[config.mk]
export PLATFORM = sky130hd
export DESIGN_NAME = ifs_sequencer
export DESIGN_NICKNAME = d
export VERILOG_FILES = /design/src/logic/ifs_pkg.sv /design/src/logic/ifs_sequencer.sv
export SDC_FILE = /design/constraint.sdc
export NUM_CORES = 1
export LEC_CHECK = 0
export BUFFER_PORTS_ARGS = -buffer_cell sky130_fd_sc_hd__clkbuf_2
export CAP_MARGIN = 20
export CELL_PAD_IN_SITES_DETAIL_PLACEMENT = 1
export CELL_PAD_IN_SITES_GLOBAL_PLACEMENT = 1
export CORE_ASPECT_RATIO = 1.2
export CORE_MARGIN = 4
export CORE_UTILIZATION = 49
export DETAILED_ROUTE_END_ITERATION = 7
export GPL_ROUTABILITY_DRIVEN = 1
export PLACE_DENSITY = 0.84
export SLEW_MARGIN = 20
export SYNTH_ARGS = -nofsm -noshare
export SYNTH_HDL_FRONTEND = slang
export SYNTH_SLANG_ARGS = --single-unit
[constraint.sdc]
create_clock -name clk_sys -period 6.6 [get_ports clk_sys]
set_input_delay 1.32 -clock clk_sys [delete_from_list [all_inputs] [get_ports clk_sys]]
set_output_delay 1.32 -clock clk_sys [all_outputs]
set_load 0.02 [all_outputs]
[src/logic/ifs_pkg.sv]
package ifs_pkg;

  // Timebase
  localparam int unsigned CLK_PERIOD_NS = 40;
  localparam int unsigned NS_PER_MS = 1000000;

  // Delays in their own units
  localparam int unsigned POR_PULSE_NS = 25000;
  localparam int unsigned VDD_GLITCH_NS = 5000;
  localparam int unsigned INTERNAL_SUPPLY_GLITCH_NS = 1000;
  localparam int unsigned UV_CLEAR_NS = 1000;
  localparam int unsigned DEBOUNCE_MS = 48;
  localparam int unsigned COOLDOWN_MS = 900;
  localparam int unsigned BREAKER_MS = 2;

  // Derived cycle counts; least times round up
  localparam int unsigned POR_CYC = (POR_PULSE_NS + CLK_PERIOD_NS - 1) / CLK_PERIOD_NS;
  localparam int unsigned VDD_GLITCH_CYC = VDD_GLITCH_NS / CLK_PERIOD_NS;
  localparam int unsigned INTERNAL_SUPPLY_GLITCH_CYC = INTERNAL_SUPPLY_GLITCH_NS / CLK_PERIOD_NS;
  localparam int unsigned UV_CLEAR_CYC = (UV_CLEAR_NS + CLK_PERIOD_NS - 1) / CLK_PERIOD_NS;
  localparam int unsigned DEBOUNCE_CYC =
    (DEBOUNCE_MS * NS_PER_MS + CLK_PERIOD_NS - 1) / CLK_PERIOD_NS;
  localparam int unsigned COOLDOWN_CYC =
    (COOLDOWN_MS * NS_PER_MS + CLK_PERIOD_NS - 1) / CLK_PERIOD_NS;
  localparam int unsigned BREAKER_CYC = (BREAKER_MS * NS_PER_MS) / CLK_PERIOD_NS;

  localparam int unsigned COOL_TIMER_CYCLES = 8;

  typedef enum logic [4:0] {
    ST_POR  = 5'b00001,
    ST_WAIT = 5'b00010,
    ST_ON   = 5'b00100,
    ST_COOL = 5'b01000,
    ST_FAST = 5'b10000
  } ifs_state_t;

  // Comparator results, all asynchronous to clk_sys
  typedef struct packed {
    logic vdd_lockout_ok;     // input supply above lockout
    logic vdd_fast_ok;        // input supply above fast-shutdown level
    logic internal_supply_por_ok;      // internal supply above power-on level
    logic internal_supply_min_ok;      // internal supply above fast-shutdown level
    logic undervoltage_ok;    // undervoltage_input above its threshold
    logic undervoltage_clear; // undervoltage_input below fault-clear level
    logic overvoltage;        // overvoltage_input above its threshold
    logic output_feedback_ok; // output_feedback above power-good level
    logic gate_overdrive_ok;  // gate minus output above good level
    logic current_limit;      // current amplifier is limiting
    logic timer_high;         // timer node above trip level
    logic timer_low;          // timer node below rearm level
    logic timer_strapped;     // timer node tied to internal_supply
    logic temp_hot;           // die above trip temperature
    logic temp_cool;          // die below release temperature
  } ifs_cmp_t;

  typedef struct packed {
    logic por_pulse;        // internal initialisation pulse
    logic gate_ramp;        // constant-slope inrush charge of the gate
    logic gate_pulldown;    // gate to ground, normal turn-off
    logic gate_fast_off;    // strong gate to output pull
    logic current_regulate; // enable the current-limit gate loop
    logic timer_charge;     // strong timer node pull-up
    logic timer_discharge;  // weak timer node pull-down
  } ifs_drive_t;

endpackage : ifs_pkg

[src/logic/ifs_sequencer.sv]
// Operation
// - Supplies good issue reset pulse, clearing latches.
// - Turn-on needs all conditions stable for debounce.
// - Turn-on drives constant-slope gate ramp.
// - Power-good releases when feedback and overdrive good.
// - Undervoltage causes normal gate pull-down turn-off.
// - Overvoltage, breaker trip, overtemperature turn switch off.
// - Switch off pulls power-good output low.
// - Sustained supply dips start fast shutdown.
// - Overcurrent fault only after limit exceeds timeout.
// - Current limiting regulates gate at foldback threshold.
// - Limiting charges timer; trip turns switch off.
// - Strapped timer uses fixed internal breaker delay.
// - Breaker trip sets latch and drives fault output.
// - Eight timer cycles then debounce before retry.
// - Undervoltage low pulse clears latch; else latched.
// - Internal mode waits cool-down then debounce.
// - Fault wired to undervoltage gives periodic retry.
// - Overtemperature holds off until release temperature.
// - Overvoltage clearing restarts ramp without debounce.
module ifs_sequencer
  import ifs_pkg::*;
#(
  parameter int unsigned DEB_CYC = DEBOUNCE_CYC,
  parameter int unsigned COOL_CYC = COOLDOWN_CYC,
  parameter int unsigned BRK_CYC = BREAKER_CYC
) (
  input wire logic clk_sys,
  input wire logic reset,
  input wire ifs_cmp_t cmp_in,
  output ifs_drive_t drive_o,
  output logic power_good_output_oe,
  output logic fault_output_oe
);

  localparam int DW = $clog2(DEB_CYC + 1);
  localparam int CW = $clog2(COOL_CYC + 1);
  localparam int BW = $clog2(BRK_CYC + 1);
  localparam int PW = $clog2(POR_CYC + 1);
  localparam int GW = $clog2(VDD_GLITCH_CYC + 2);
  localparam int IW = $clog2(INTERNAL_SUPPLY_GLITCH_CYC + 2);
  localparam int UW = $clog2(UV_CLEAR_CYC + 1);
  localparam int NW = $clog2(COOL_TIMER_CYCLES + 1);

  ifs_cmp_t cmp_s1_r;
  ifs_cmp_t cmp_s2_r;
  ifs_state_t state_r;
  ifs_state_t state_nxt;
  ifs_drive_t drive_r;
  ifs_drive_t drive_nxt;
  logic [PW-1:0] por_cnt_r;
  logic [DW-1:0] deb_cnt_r;
  logic [CW-1:0] cool_cnt_r;
  logic [BW-1:0] brk_cnt_r;
  logic [GW-1:0] vdd_glt_r;
  logic [IW-1:0] icc_glt_r;
  logic [UW-1:0] uvclr_cnt_r;
  logic [NW-1:0] cyc_cnt_r;
  logic uvclr_armed_r;
  logic fault_latch_r;
  logic hot_r;
  logic ov_skip_r;
  logic cool_charging_r;
  logic pg_oe_r;
  logic flt_oe_r;
  logic sup_ok;
  logic fast_trip;
  logic conds_ok;
  logic deb_done;
  logic trip;
  logic cool_done;
  logic uv_clear_pulse;
  logic cycle_end;

  // Comparators are asynchronous; the first stage feeds only the second
  always_ff @(posedge clk_sys or posedge reset) begin
    if (reset) begin
      cmp_s1_r <= '0;
      cmp_s2_r <= '0;
    end else begin
      cmp_s1_r <= cmp_in;
      cmp_s2_r <= cmp_s1_r;
    end
  end

  assign sup_ok = cmp_s2_r.vdd_lockout_ok && cmp_s2_r.internal_supply_por_ok;
  assign fast_trip = (vdd_glt_r == GW'(VDD_GLITCH_CYC + 1)) ||
                     (icc_glt_r == IW'(INTERNAL_SUPPLY_GLITCH_CYC + 1));
  assign conds_ok = cmp_s2_r.undervoltage_ok && !cmp_s2_r.overvoltage && !hot_r;
  assign deb_done = deb_cnt_r == DW'(DEB_CYC - 1);
  // External timer: node crosses high; strapped: fixed count while limiting
  assign trip = cmp_s2_r.current_limit &&
                (cmp_s2_r.timer_strapped ? (brk_cnt_r == BW'(BRK_CYC - 1))
                                         : cmp_s2_r.timer_high);
  assign cycle_end = !cool_charging_r && cmp_s2_r.timer_low;
  assign cool_done = cmp_s2_r.timer_strapped ? (cool_cnt_r == CW'(COOL_CYC - 1))
                   : (cycle_end && cyc_cnt_r == NW'(COOL_TIMER_CYCLES - 1));
  assign uv_clear_pulse = uvclr_armed_r && !cmp_s2_r.undervoltage_clear;

  // Dip filters: trip only after strictly longer than the allowed time
  always_ff @(posedge clk_sys or posedge reset) begin
    if (reset) begin
      vdd_glt_r <= '0;
      icc_glt_r <= '0;
    end else begin
      if (cmp_s2_r.vdd_fast_ok) begin
        vdd_glt_r <= '0;
      end else if (vdd_glt_r != GW'(VDD_GLITCH_CYC + 1)) begin
        vdd_glt_r <= vdd_glt_r + GW'(1);
      end
      if (cmp_s2_r.internal_supply_min_ok) begin
        icc_glt_r <= '0;
      end else if (icc_glt_r != IW'(INTERNAL_SUPPLY_GLITCH_CYC + 1)) begin
        icc_glt_r <= icc_glt_r + IW'(1);
      end
    end
  end

  always_comb begin
    state_nxt = state_r;
    case (state_r)
      ST_POR: begin
        if (sup_ok && por_cnt_r == PW'(POR_CYC - 1)) begin
          state_nxt = ST_WAIT;
        end
      end
      ST_WAIT: begin
        if (conds_ok && !fault_latch_r && (ov_skip_r || deb_done)) begin
          state_nxt = ST_ON;
        end
      end
      ST_ON: begin
        if (!conds_ok) begin
          state_nxt = ST_WAIT;
        end else if (trip) begin
          state_nxt = ST_COOL;
        end
      end
      ST_COOL: begin
        if (cool_done) begin
          state_nxt = ST_WAIT;
        end
      end
      ST_FAST: begin
        if (cmp_s2_r.vdd_fast_ok && cmp_s2_r.internal_supply_min_ok) begin
          state_nxt = ST_POR;
        end
      end
      default: state_nxt = ST_POR;
    endcase
    if (state_r != ST_POR && state_r != ST_FAST) begin
      if (fast_trip) begin
        state_nxt = ST_FAST;
      end else if (!sup_ok) begin
        state_nxt = ST_POR;
      end
    end
  end

  always_ff @(posedge clk_sys or posedge reset) begin
    if (reset) begin
      state_r <= ST_POR;
    end else begin
      state_r <= state_nxt;
    end
  end

  always_ff @(posedge clk_sys or posedge reset) begin
    if (reset) begin
      por_cnt_r <= '0;
    end else if (state_r != ST_POR || !sup_ok) begin
      por_cnt_r <= '0;
    end else if (por_cnt_r != PW'(POR_CYC - 1)) begin
      por_cnt_r <= por_cnt_r + PW'(1);
    end
  end

  // Debounce restarts on any interruption and only runs while waiting
  always_ff @(posedge clk_sys or posedge reset) begin
    if (reset) begin
      deb_cnt_r <= '0;
    end else if (state_r != ST_WAIT || !conds_ok || !sup_ok) begin
      deb_cnt_r <= '0;
    end else if (!deb_done) begin
      deb_cnt_r <= deb_cnt_r + DW'(1);
    end
  end

  always_ff @(posedge clk_sys or posedge reset) begin
    if (reset) begin
      brk_cnt_r <= '0;
    end else if (state_r != ST_ON || !cmp_s2_r.current_limit) begin
      brk_cnt_r <= '0;
    end else if (brk_cnt_r != BW'(BRK_CYC - 1)) begin
      brk_cnt_r <= brk_cnt_r + BW'(1);
    end
  end

  // Cool-down: strapped counts time, external counts node cycles
  always_ff @(posedge clk_sys or posedge reset) begin
    if (reset) begin
      cool_cnt_r <= '0;
      cyc_cnt_r <= '0;
      cool_charging_r <= 1'b0;
    end else if (state_r != ST_COOL) begin
      cool_cnt_r <= '0;
      cyc_cnt_r <= '0;
      cool_charging_r <= 1'b0;
    end else begin
      if (!cool_done) begin
        cool_cnt_r <= cool_cnt_r + CW'(1);
      end
      if (cycle_end) begin
        cyc_cnt_r <= cyc_cnt_r + NW'(1);
        cool_charging_r <= 1'b1;
      end else if (cool_charging_r && cmp_s2_r.timer_high) begin
        cool_charging_r <= 1'b0;
      end
    end
  end

  // Clear needs the low level held, then acts on its release
  always_ff @(posedge clk_sys or posedge reset) begin
    if (reset) begin
      uvclr_cnt_r <= '0;
      uvclr_armed_r <= 1'b0;
    end else if (!cmp_s2_r.undervoltage_clear) begin
      uvclr_cnt_r <= '0;
      uvclr_armed_r <= 1'b0;
    end else if (uvclr_cnt_r == UW'(UV_CLEAR_CYC - 1)) begin
      uvclr_armed_r <= 1'b1;
    end else begin
      uvclr_cnt_r <= uvclr_cnt_r + UW'(1);
    end
  end

  // A trip in the same cycle as a clear keeps the latch set
  always_ff @(posedge clk_sys or posedge reset) begin
    if (reset) begin
      fault_latch_r <= 1'b0;
    end else if (state_r == ST_ON && state_nxt == ST_COOL) begin
      fault_latch_r <= 1'b1;
    end else if (state_r == ST_POR || uv_clear_pulse) begin
      fault_latch_r <= 1'b0;
    end
  end

  always_ff @(posedge clk_sys or posedge reset) begin
    if (reset) begin
      hot_r <= 1'b0;
    end else if (cmp_s2_r.temp_hot) begin
      hot_r <= 1'b1;
    end else if (cmp_s2_r.temp_cool) begin
      hot_r <= 1'b0;
    end
  end

  // Skip debounce only when overvoltage alone caused the turn-off
  always_ff @(posedge clk_sys or posedge reset) begin
    if (reset) begin
      ov_skip_r <= 1'b0;
    end else if (state_r == ST_ON && state_nxt == ST_WAIT) begin
      ov_skip_r <= cmp_s2_r.overvoltage && cmp_s2_r.undervoltage_ok && !hot_r;
    end else if (state_r != ST_WAIT || !cmp_s2_r.undervoltage_ok || hot_r) begin
      ov_skip_r <= 1'b0;
    end
  end

  always_comb begin
    drive_nxt = '0;
    drive_nxt.por_pulse = state_r == ST_POR && sup_ok;
    drive_nxt.gate_ramp = state_r == ST_ON;
    drive_nxt.gate_pulldown = state_r == ST_WAIT || state_r == ST_COOL ||
                              state_r == ST_POR;
    drive_nxt.gate_fast_off = state_r == ST_FAST;
    // Foldback threshold itself is analog; logic only enables the loop
    drive_nxt.current_regulate = state_r == ST_ON && cmp_s2_r.current_limit;
    if (!cmp_s2_r.timer_strapped) begin
      drive_nxt.timer_charge = (state_r == ST_ON && cmp_s2_r.current_limit) ||
                               (state_r == ST_COOL && cool_charging_r);
      drive_nxt.timer_discharge = !drive_nxt.timer_charge;
    end
  end

  always_ff @(posedge clk_sys or posedge reset) begin
    if (reset) begin
      drive_r <= '0;
    end else begin
      drive_r <= drive_nxt;
    end
  end

  always_ff @(posedge clk_sys or posedge reset) begin
    if (reset) begin
      pg_oe_r <= 1'b1;
      flt_oe_r <= 1'b0;
    end else begin
      pg_oe_r <= !(state_r == ST_ON && cmp_s2_r.output_feedback_ok &&
                   cmp_s2_r.gate_overdrive_ok);
      // Released when cool-down ends, so a wired-back undervoltage input can rise
      flt_oe_r <= fault_latch_r && state_r == ST_COOL;
    end
  end

  assign drive_o = drive_r;
  assign power_good_output_oe = pg_oe_r;
  assign fault_output_oe = flt_oe_r;
endmodule : ifs_sequencer

Word-level counts from Yosys, hierarchy flattened
Index checks and enable logic that the tools add are counted.
{ "totals": {"reg_bits": 142, "inputBits": 17, "output_inout_bits": 9, "wordCells": 184} }
{ "classes": {"add_sub_neg": 8, "eq_ne": 28, "mux": 40, "reduce_logical": 55} }
{ "ops": {"columns": ["cell", "count"], "rows": [
  ["5-bit 2-to-1 mux", 13],
  ["25-bit 2-to-1 mux", 2],
  ["21-bit 2-to-1 mux", 2],
  ["16-bit 2-to-1 mux", 2],
  ["25-bit by 1-bit adder with 25-bit output (second input constant)", 1],
  ["25-bit == test (second input constant)", 1],
  ["5-bit case mux with 5 select lines", 1],
  ["1-bit logical AND", 23],
  ["21-bit by 1-bit adder with 21-bit output (second input constant)", 1],
  ["21-bit == test (second input constant)", 1],
  ["10-bit 2-to-1 mux", 2],
  ["16-bit by 1-bit adder with 16-bit output (second input constant)", 1],
  ["16-bit == test (second input constant)", 1],
  ["16-bit != test (second input constant)", 1],
  ["2-bit nonzero test", 8],
  ["5-bit == test (second input constant)", 3],
  ["7-bit 2-to-1 mux", 2],
  ["1-bit 2-to-1 mux", 13],
  ["1-bit logical OR", 12],
  ["1-bit zero test", 11],
  ["10-bit by 1-bit adder with 10-bit output (second input constant)", 1],
  ["5-bit by 1-bit adder with 5-bit output (second input constant)", 2],
  ["10-bit == test (second input constant)", 1],
  ["5-bit by 2-bit == test with 1-bit output (second input constant)", 2],
  ["19 further kinds", 24]
]} }

Depth between registers and ports, before layout
{ "logic_depth": {"depth_word": 13, "depth_mapped": 7, "depth_no_buf": 7} }

Worst setup path before layout
Ideal clock, no wire load.
{ "synth_path": {"path_kind": "reg2reg", "startpoint": "register brk_cnt_r[0]", "endpoint": "register fault_latch_r", "setup_ps": 92, "arrival_ps": 2453, "t_required_ps": 6508, "slack_ps": 4055, "stages_incl_launch_ff": 8, "path_buffers": 1, "synth_period_minus_slack_ps": 2545, "path_cell_list": "dfrtp_1 > ha_1 > or4bb_1 > or4_4 > buf_6 > mux2_4 > o32a_1 > o31ai_2"} }
{ "synth_via": {"elab_chain_len": 12, "word_cells_on_any_way": 13, "classes_between": "eq/ne: 2; mux: 8; reduce/logical: 3"} }
{ "synth_lines": {"columns": ["element", "line", "source"], "rows": [
  ["start, declared", "ifs_sequencer.sv:54", "logic [BW-1:0] brk_cnt_r;"],
  ["start signal, assigned", "ifs_sequencer.sv:195", "brk_cnt_r <= brk_cnt_r + BW'(1);"],
  ["16-bit == test (*)", "ifs_sequencer.sv:93", "(cmp_s2_r.timer_strapped ? (brk_cnt_r == BW'(BRK_CYC - 1))"],
  ["1-bit 2-to-1 mux (*)", "ifs_sequencer.sv:93", null],
  ["1-bit logical AND (*)", "ifs_sequencer.sv:92", "assign trip = cmp_s2_r.current_limit &&"],
  ["5-bit 2-to-1 mux (*)", "ifs_sequencer.sv:135", "end else if (trip) begin"],
  ["5-bit 2-to-1 mux (*)", "ifs_sequencer.sv:133", "if (!conds_ok) begin"],
  ["5-bit case mux with 5 select lines (*)", "ifs_sequencer.sv:121", "case (state_r)"],
  ["5-bit 2-to-1 mux", "ifs_sequencer.sv:154", "end else if (!sup_ok) begin"],
  ["5-bit 2-to-1 mux", "ifs_sequencer.sv:152", "if (fast_trip) begin"],
  ["5-bit 2-to-1 mux (*)", "ifs_sequencer.sv:151", "if (state_r != ST_POR && state_r != ST_FAST) begin"],
  ["5-bit by 4-bit == test with 1-bit output (*)", "ifs_sequencer.sv:241", "end else if (state_r == ST_ON && state_nxt == ST_COOL) begin"],
  ["1-bit logical AND (*)", "ifs_sequencer.sv:241", null],
  ["1-bit 2-to-1 mux / 2-bit nonzero test (equally long branches)", null, null],
  ["end signal, assigned", "ifs_sequencer.sv:240", "fault_latch_r <= 1'b0;"],
  ["end signal, assigned", "ifs_sequencer.sv:242", "fault_latch_r <= 1'b1;"],
  ["end signal, assigned", "ifs_sequencer.sv:244", "fault_latch_r <= 1'b0;"],
  ["end, declared", "ifs_sequencer.sv:60", "logic fault_latch_r;"]
]} }
Mark *: on every way between the ends. The rest lies on a longest branch, timed or not.
A chain may end at the register's enable or synchronous reset.

Final worst setup path
Ends and elaborated chain as after synthesis.

==> results_tabular.tex <==
\begin{tabular}{lr}
\hline
Metric & Value \\
\hline
\multicolumn{2}{l}{\textbf{Setup path}} \\
\quad Worst Path Required & 6.93 ns \\
\quad Startpoint of the worst setup timing path & brk\_cnt\_r[0]\$\_DFFE\_PP0P\_ \\
\quad Largest stage delay, worst path & approximately 0.57 ns \\
\quad Kind of launch point of the worst setup path & flip-flop \\
\quad Worst reg2reg path endpoint & fault\_latch\_r\$\_DFFE\_PP0P\_ \\
\quad Count of cells along the worst register-to-register path & 6 \\
\quad Capture point of the worst path & fault\_latch\_r\$\_DFFE\_PP0P\_ \\
\quad Origin of the critical flop-to-flop path & brk\_cnt\_r[0]\$\_DFFE\_PP0P\_ \\
\quad Family of cells with the greatest summed delay on the critical path & simple AND/OR/NAND/NOR gates \\
\quad Data arrival time at the worst-slack endpoint & about 3.0 ns \\
\quad CP cell instances & ha\_1, or4bb\_1, or4\_4, mux2\_4, o32a\_1, o31ai\_2 \\
\quad Kind of end point of the critical path & flip-flop \\
\quad Setup slack of the most critical reg-to-reg path & about 4 ns \\
\quad Critical-path top delay cell & sky130\_fd\_sc\_hd\_\_or4\_4 \\
\quad Number of cells on the critical path & 6 \\
\quad Crit Path Max Fanout & 7 \\
\quad Crit path buffers/inverters & 0 \\
\quad CP Class & flip-flop to flip-flop \\
\multicolumn{2}{l}{\textbf{Timing}} \\
\quad Final setup violating endpoints & 0 \\
\quad Final setup TNS & 0 ns \\
\quad Least-Margin Pin Slew & 0.998 ns \\
\quad Unrepaired setup endpoints after global routing & false \\
\quad Crit share post-route & approximately two fifths \\
\quad Count of endpoints failing hold in the final timing report & 0 \\
\quad Slew Limit Fails & 0 \\
\quad F\_max & approximately 370 MHz \\
\quad Worst-case hold slack & 0.345 ns \\
\quad Final min period & 2.70 ns \\
\quad Setup skew after layout & between 0.009 and 0.01 ns \\
\quad Worst slew margin & between 30 and 40\% \\
\multicolumn{2}{l}{\textbf{CTS}} \\
\quad Number of buffers added for setup after CTS & 0 \\
\quad Count of H-tree levels built during CTS & 4 \\
\quad Clock root buffer & sky130\_fd\_sc\_hd\_\_clkbuf\_16 \\
\quad Clk\_lat worst skew & 0.43 ns \\
\quad Count of instances resized after the clock tree is built & 0 \\
\quad Deepest clock path buffer count & 2 \\
\quad \# clock sinks & between 100 and 150 \\
\quad Clock slew at the register clock pins of the worst setup and hold paths & $\sim$0.060 ns \\
\quad Number of buffers created by CTS & 17 \\
\quad CTS hold repair buffers & 0 \\
\quad Clock tree from TritonCTS & done \\
\multicolumn{2}{l}{\textbf{Synthesis}} \\
\quad Post-synthesis cell type count & 57 \\
\quad Xor and xnor fraction of the mapped netlist area & 9.60\% \\
\quad Mapped Nets & 634 \\
\quad Simple-gate share of the synthesized area & 22.6\% \\
\quad Most used flip-flop cell after synthesis & sky130\_fd\_sc\_hd\_\_dfrtp\_1 \\
\quad Compound-cell area share of the yosys netlist & around 7\% \\
\quad Share of async-settable or async-resettable flops after synthesis & between 90\% and 100\% \\
\quad Netlist Area Pre-Place & 6390 um\^{}2 \\
\quad Adder and majority cell fraction of the synthesized area & around 2.4\% \\
\quad Avg Synthesized Cell Area & around 11 um\^{}2 \\
\quad Seq/Total Area, Yosys & between 50\% and 60\% \\
\quad Yosys Warn Count & 0 \\
\quad EDFF count, synth & 0 \\
\quad Dominant combinational cell family by area after synthesis & simple AND/OR/NAND/NOR gates \\
\quad Portion of netlist area occupied by mux cells & between 1 and 1.5\% \\
\quad Total of flip-flops plus latches after synthesis & between 100 and 150 \\
\quad Post-synthesis cell count & 605 \\
\multicolumn{2}{l}{\textbf{Placed design}} \\
\quad Post-placement cell count & 784 \\
\quad Number of input and output port buffers inserted & 25 \\
\quad RePlAce Congestion & between 0.8 and 0.9 \\
\quad Half-perimeter wire length after placement & between 9000 and 10000 um \\
\multicolumn{2}{l}{\textbf{Power and ir drop}} \\
\quad Maximum VDD drop & approximately 0.19 mV \\
\quad Reported leakage power & 3.08 nW \\
\quad Total power divided by cell area & approximately 250 nW/um\^{}2 \\
\quad Sum of internal, switching and leakage power & between 1.5 and 2 mW \\
\multicolumn{2}{l}{\textbf{Global route}} \\
\quad Antenna violations before repair & 0 \\
\quad Vias in the first global route & slightly above 5000 \\
\quad Overall fraction of global-route tracks in use & 21.3\% \\
\quad Remaining global-route overflow & 0 \\
\quad Largest net degree at the start of global routing & 86 \\
\quad Wire length of the first global-routing pass & 25600 um \\
\multicolumn{2}{l}{\textbf{Status}} \\
\quad Result of the run & completed \\
\multicolumn{2}{l}{\textbf{Finish}} \\
\quad Number of diodes added for antenna fixing & 0 \\
\quad Share of final-layout standard cells stronger than drive strength 1 & a little over a tenth \\
\quad Layout-stage area growth over the synthesis result & 13.0\% \\
\quad Number of cells in the finished layout apart from fillers & 814 \\
\quad Core Util, Final & about 57\% \\
\quad Net count, final & roughly 670 \\
\multicolumn{2}{l}{\textbf{Die}} \\
\quad Vertical extent of the die & about 130 um \\
\quad Starting utilization of the core area & 50.2\% \\
\quad I/O pin count & 26 \\
\quad Area of the die & 14900 um\^{}2 \\
\quad Total core area & between 10000 and 15000 um\^{}2 \\
\quad \# rows & 45 \\
\quad Die Width & around 110 um \\
\multicolumn{2}{l}{\textbf{Detailed routing}} \\
\quad Remaining antenna violation count after routing & 0 \\
\quad Residual DRC count & 0 \\
\quad Avg WL per Cell & between 15 and 20 um \\
\quad Via count of the routed design & between 4000 and 5000 \\
\quad DRC violation total after the first TritonRoute iteration & 240 \\
\quad Vias per std cell & roughly 5.7 \\
\quad Length of the first detailed-routing pass in iterations & 4 \\
\quad DRT Wirelength & about 15000 um \\
\multicolumn{2}{l}{\textbf{Flow run}} \\
\quad Max\_cap viols & 0 \\
\multicolumn{2}{l}{\textbf{Min path}} \\
\quad Hold path startpoint & cmp\_s1\_r[6]\$\_DFF\_PP0\_ \\
\quad Min-delay worst type & flip-flop to flip-flop \\
\hline
\end{tabular}
==> cells by family (layout without fill, tap and decap cells) <==
group | Yosys count | in the layout
AO/OA/AOI/OAI | 66 | 66
flip-flops | 142 | 142
XOR/XNOR | 70 | 70
buffers and inverters | 30 | 75
adder cells (fa/ha/maj) | 12 | 12
AND/OR/NAND/NOR | 279 | 279
multiplexers | 6 | 6
==> metrics by stage <==
step	worst slack, ns	cell area, um^2
final	3.90	7220
after global routing	3.78	7220
after CTS	3.90	7220
after detailed placement	3.66	6690
after global placement	3.73	6690
after floorplan	1.47	6390
==> layer usage <==
| metal | global-route usage, % | part of all wire [%] | vias to the layer above |
|---|---|---|---|
| li1 | - | - | 2184 |
| met1 | 25.1 | 42 | 2360 |
| met2 | 37.7 | 53 | 66 |
| met3 | 4.48 | 2.4 | 33 |
| met4 | 8.42 | 2.4 | 0 |
| met5 | 0 | 0 | - |
==> cell usage after synthesis, types with 7 or more instances <==
cell	count	area [um^2]
sky130_fd_sc_hd__nand2_1	34	128
sky130_fd_sc_hd__o21ai_0	12	60.1
sky130_fd_sc_hd__inv_1	17	63.8
sky130_fd_sc_hd__ha_1	12	150
sky130_fd_sc_hd__or3_1	7	43.8
sky130_fd_sc_hd__a21oi_1	19	95.1
sky130_fd_sc_hd__nand3_1	30	150
sky130_fd_sc_hd__clkbuf_1	10	37.5
sky130_fd_sc_hd__nand4_1	25	156
sky130_fd_sc_hd__nor2_1	102	383
sky130_fd_sc_hd__xor2_1	49	429
sky130_fd_sc_hd__nor3_1	14	70.1
sky130_fd_sc_hd__o211ai_1	10	75.1
sky130_fd_sc_hd__and2_1	11	68.8
sky130_fd_sc_hd__and3_1	12	75.1
sky130_fd_sc_hd__dfrtp_1	140	3500
sky130_fd_sc_hd__xnor2_1	21	184
==> power by group <==
group,leakage [nW],switching (mW),internal [mW]
logic,0.934,0.0306,0.0146
clock network,0.257,0.350,0.520
registers,1.89,0.0119,0.887
total,3.08,0.392,1.42
==> final cells by class <==
| cell class | count | area, um^2 |
|---|---|---|
| clock buffers | 23 | 458 |
| clock inverters | 7 | 66.3 |
| fillers | 1408 | 5510 |
| inverters | 17 | 68.8 |
| multi-input cells | 433 | 2710 |
| flip-flops and latches | 142 | 3560 |
| well taps | 164 | 205 |
| repair buffers | 28 | 151 |
==> layout by cell type, fill, tap and decap left out, types with 3 or more instances in the layout <==
cell type | netlist | final
sky130_fd_sc_hd__nand3_1 | 30 | 30
sky130_fd_sc_hd__xnor2_1 | 21 | 21
sky130_fd_sc_hd__and3_1 | 12 | 12
sky130_fd_sc_hd__clkbuf_1 | 10 | 5
sky130_fd_sc_hd__nand3b_1 | 4 | 4
sky130_fd_sc_hd__nor3_1 | 14 | 14
sky130_fd_sc_hd__and4b_1 | 3 | 3
sky130_fd_sc_hd__o21ai_0 | 12 | 12
sky130_fd_sc_hd__xor2_1 | 49 | 49
sky130_fd_sc_hd__clkinv_2 | 0 | 4
sky130_fd_sc_hd__clkbuf_2 | 0 | 25
sky130_fd_sc_hd__and2_1 | 11 | 11
sky130_fd_sc_hd__o211ai_1 | 10 | 10
sky130_fd_sc_hd__inv_1 | 17 | 16
sky130_fd_sc_hd__nand2_1 | 34 | 34
sky130_fd_sc_hd__nor4_1 | 4 | 4
sky130_fd_sc_hd__nor2_1 | 102 | 102
sky130_fd_sc_hd__nand4_1 | 25 | 25
sky130_fd_sc_hd__nor4bb_1 | 4 | 4
sky130_fd_sc_hd__and4_1 | 5 | 5
sky130_fd_sc_hd__a21oi_1 | 19 | 19
sky130_fd_sc_hd__a211oi_1 | 5 | 5
sky130_fd_sc_hd__or3_1 | 7 | 7
sky130_fd_sc_hd__ha_1 | 12 | 12
sky130_fd_sc_hd__nand4b_1 | 3 | 3
sky130_fd_sc_hd__dfrtp_1 | 140 | 140
sky130_fd_sc_hd__o2111ai_1 | 6 | 6
sky130_fd_sc_hd__mux2i_1 | 4 | 4
sky130_fd_sc_hd__clkbuf_16 | 0 | 17
==> worst min-delay path by stage <==
stage | to | cells after the start
5_1_grt | cmp_s2_r[0]$_DFF_PP0_ | 0
3_5_place_dp | cmp_s2_r[9]$_DFF_PP0_ | 0
2_1_floorplan | cmp_s2_r[0]$_DFF_PP0_ | 0
6_report | cmp_s2_r[6]$_DFF_PP0_ | 0
4_1_cts | cmp_s2_r[0]$_DFF_PP0_ | 0
3_3_place_gp | cmp_s2_r[13]$_DFF_PP0_ | 0
==> state kept, by name, indices dropped and copies added (netlist names) <==
| name | flops |
|---|---|
| uvclr_armed_r | 1 |
| cool_charging_r | 1 |
| icc_glt_r | 5 |
| cool_cnt_r | 25 |
| cyc_cnt_r | 4 |
| hot_r | 1 |
| power_good_output_oe | 1 |
| ov_skip_r | 1 |
| deb_cnt_r | 21 |
| fault_output_oe | 1 |
| vdd_glt_r | 7 |
| uvclr_cnt_r | 5 |
| por_cnt_r | 10 |
| brk_cnt_r | 16 |
| state_r | 5 |
| fault_latch_r | 1 |
| cmp_s1_r | 15 |
| drive_o | 7 |
| cmp_s2_r | 15 |
Power figures use the tool's default switching activity.
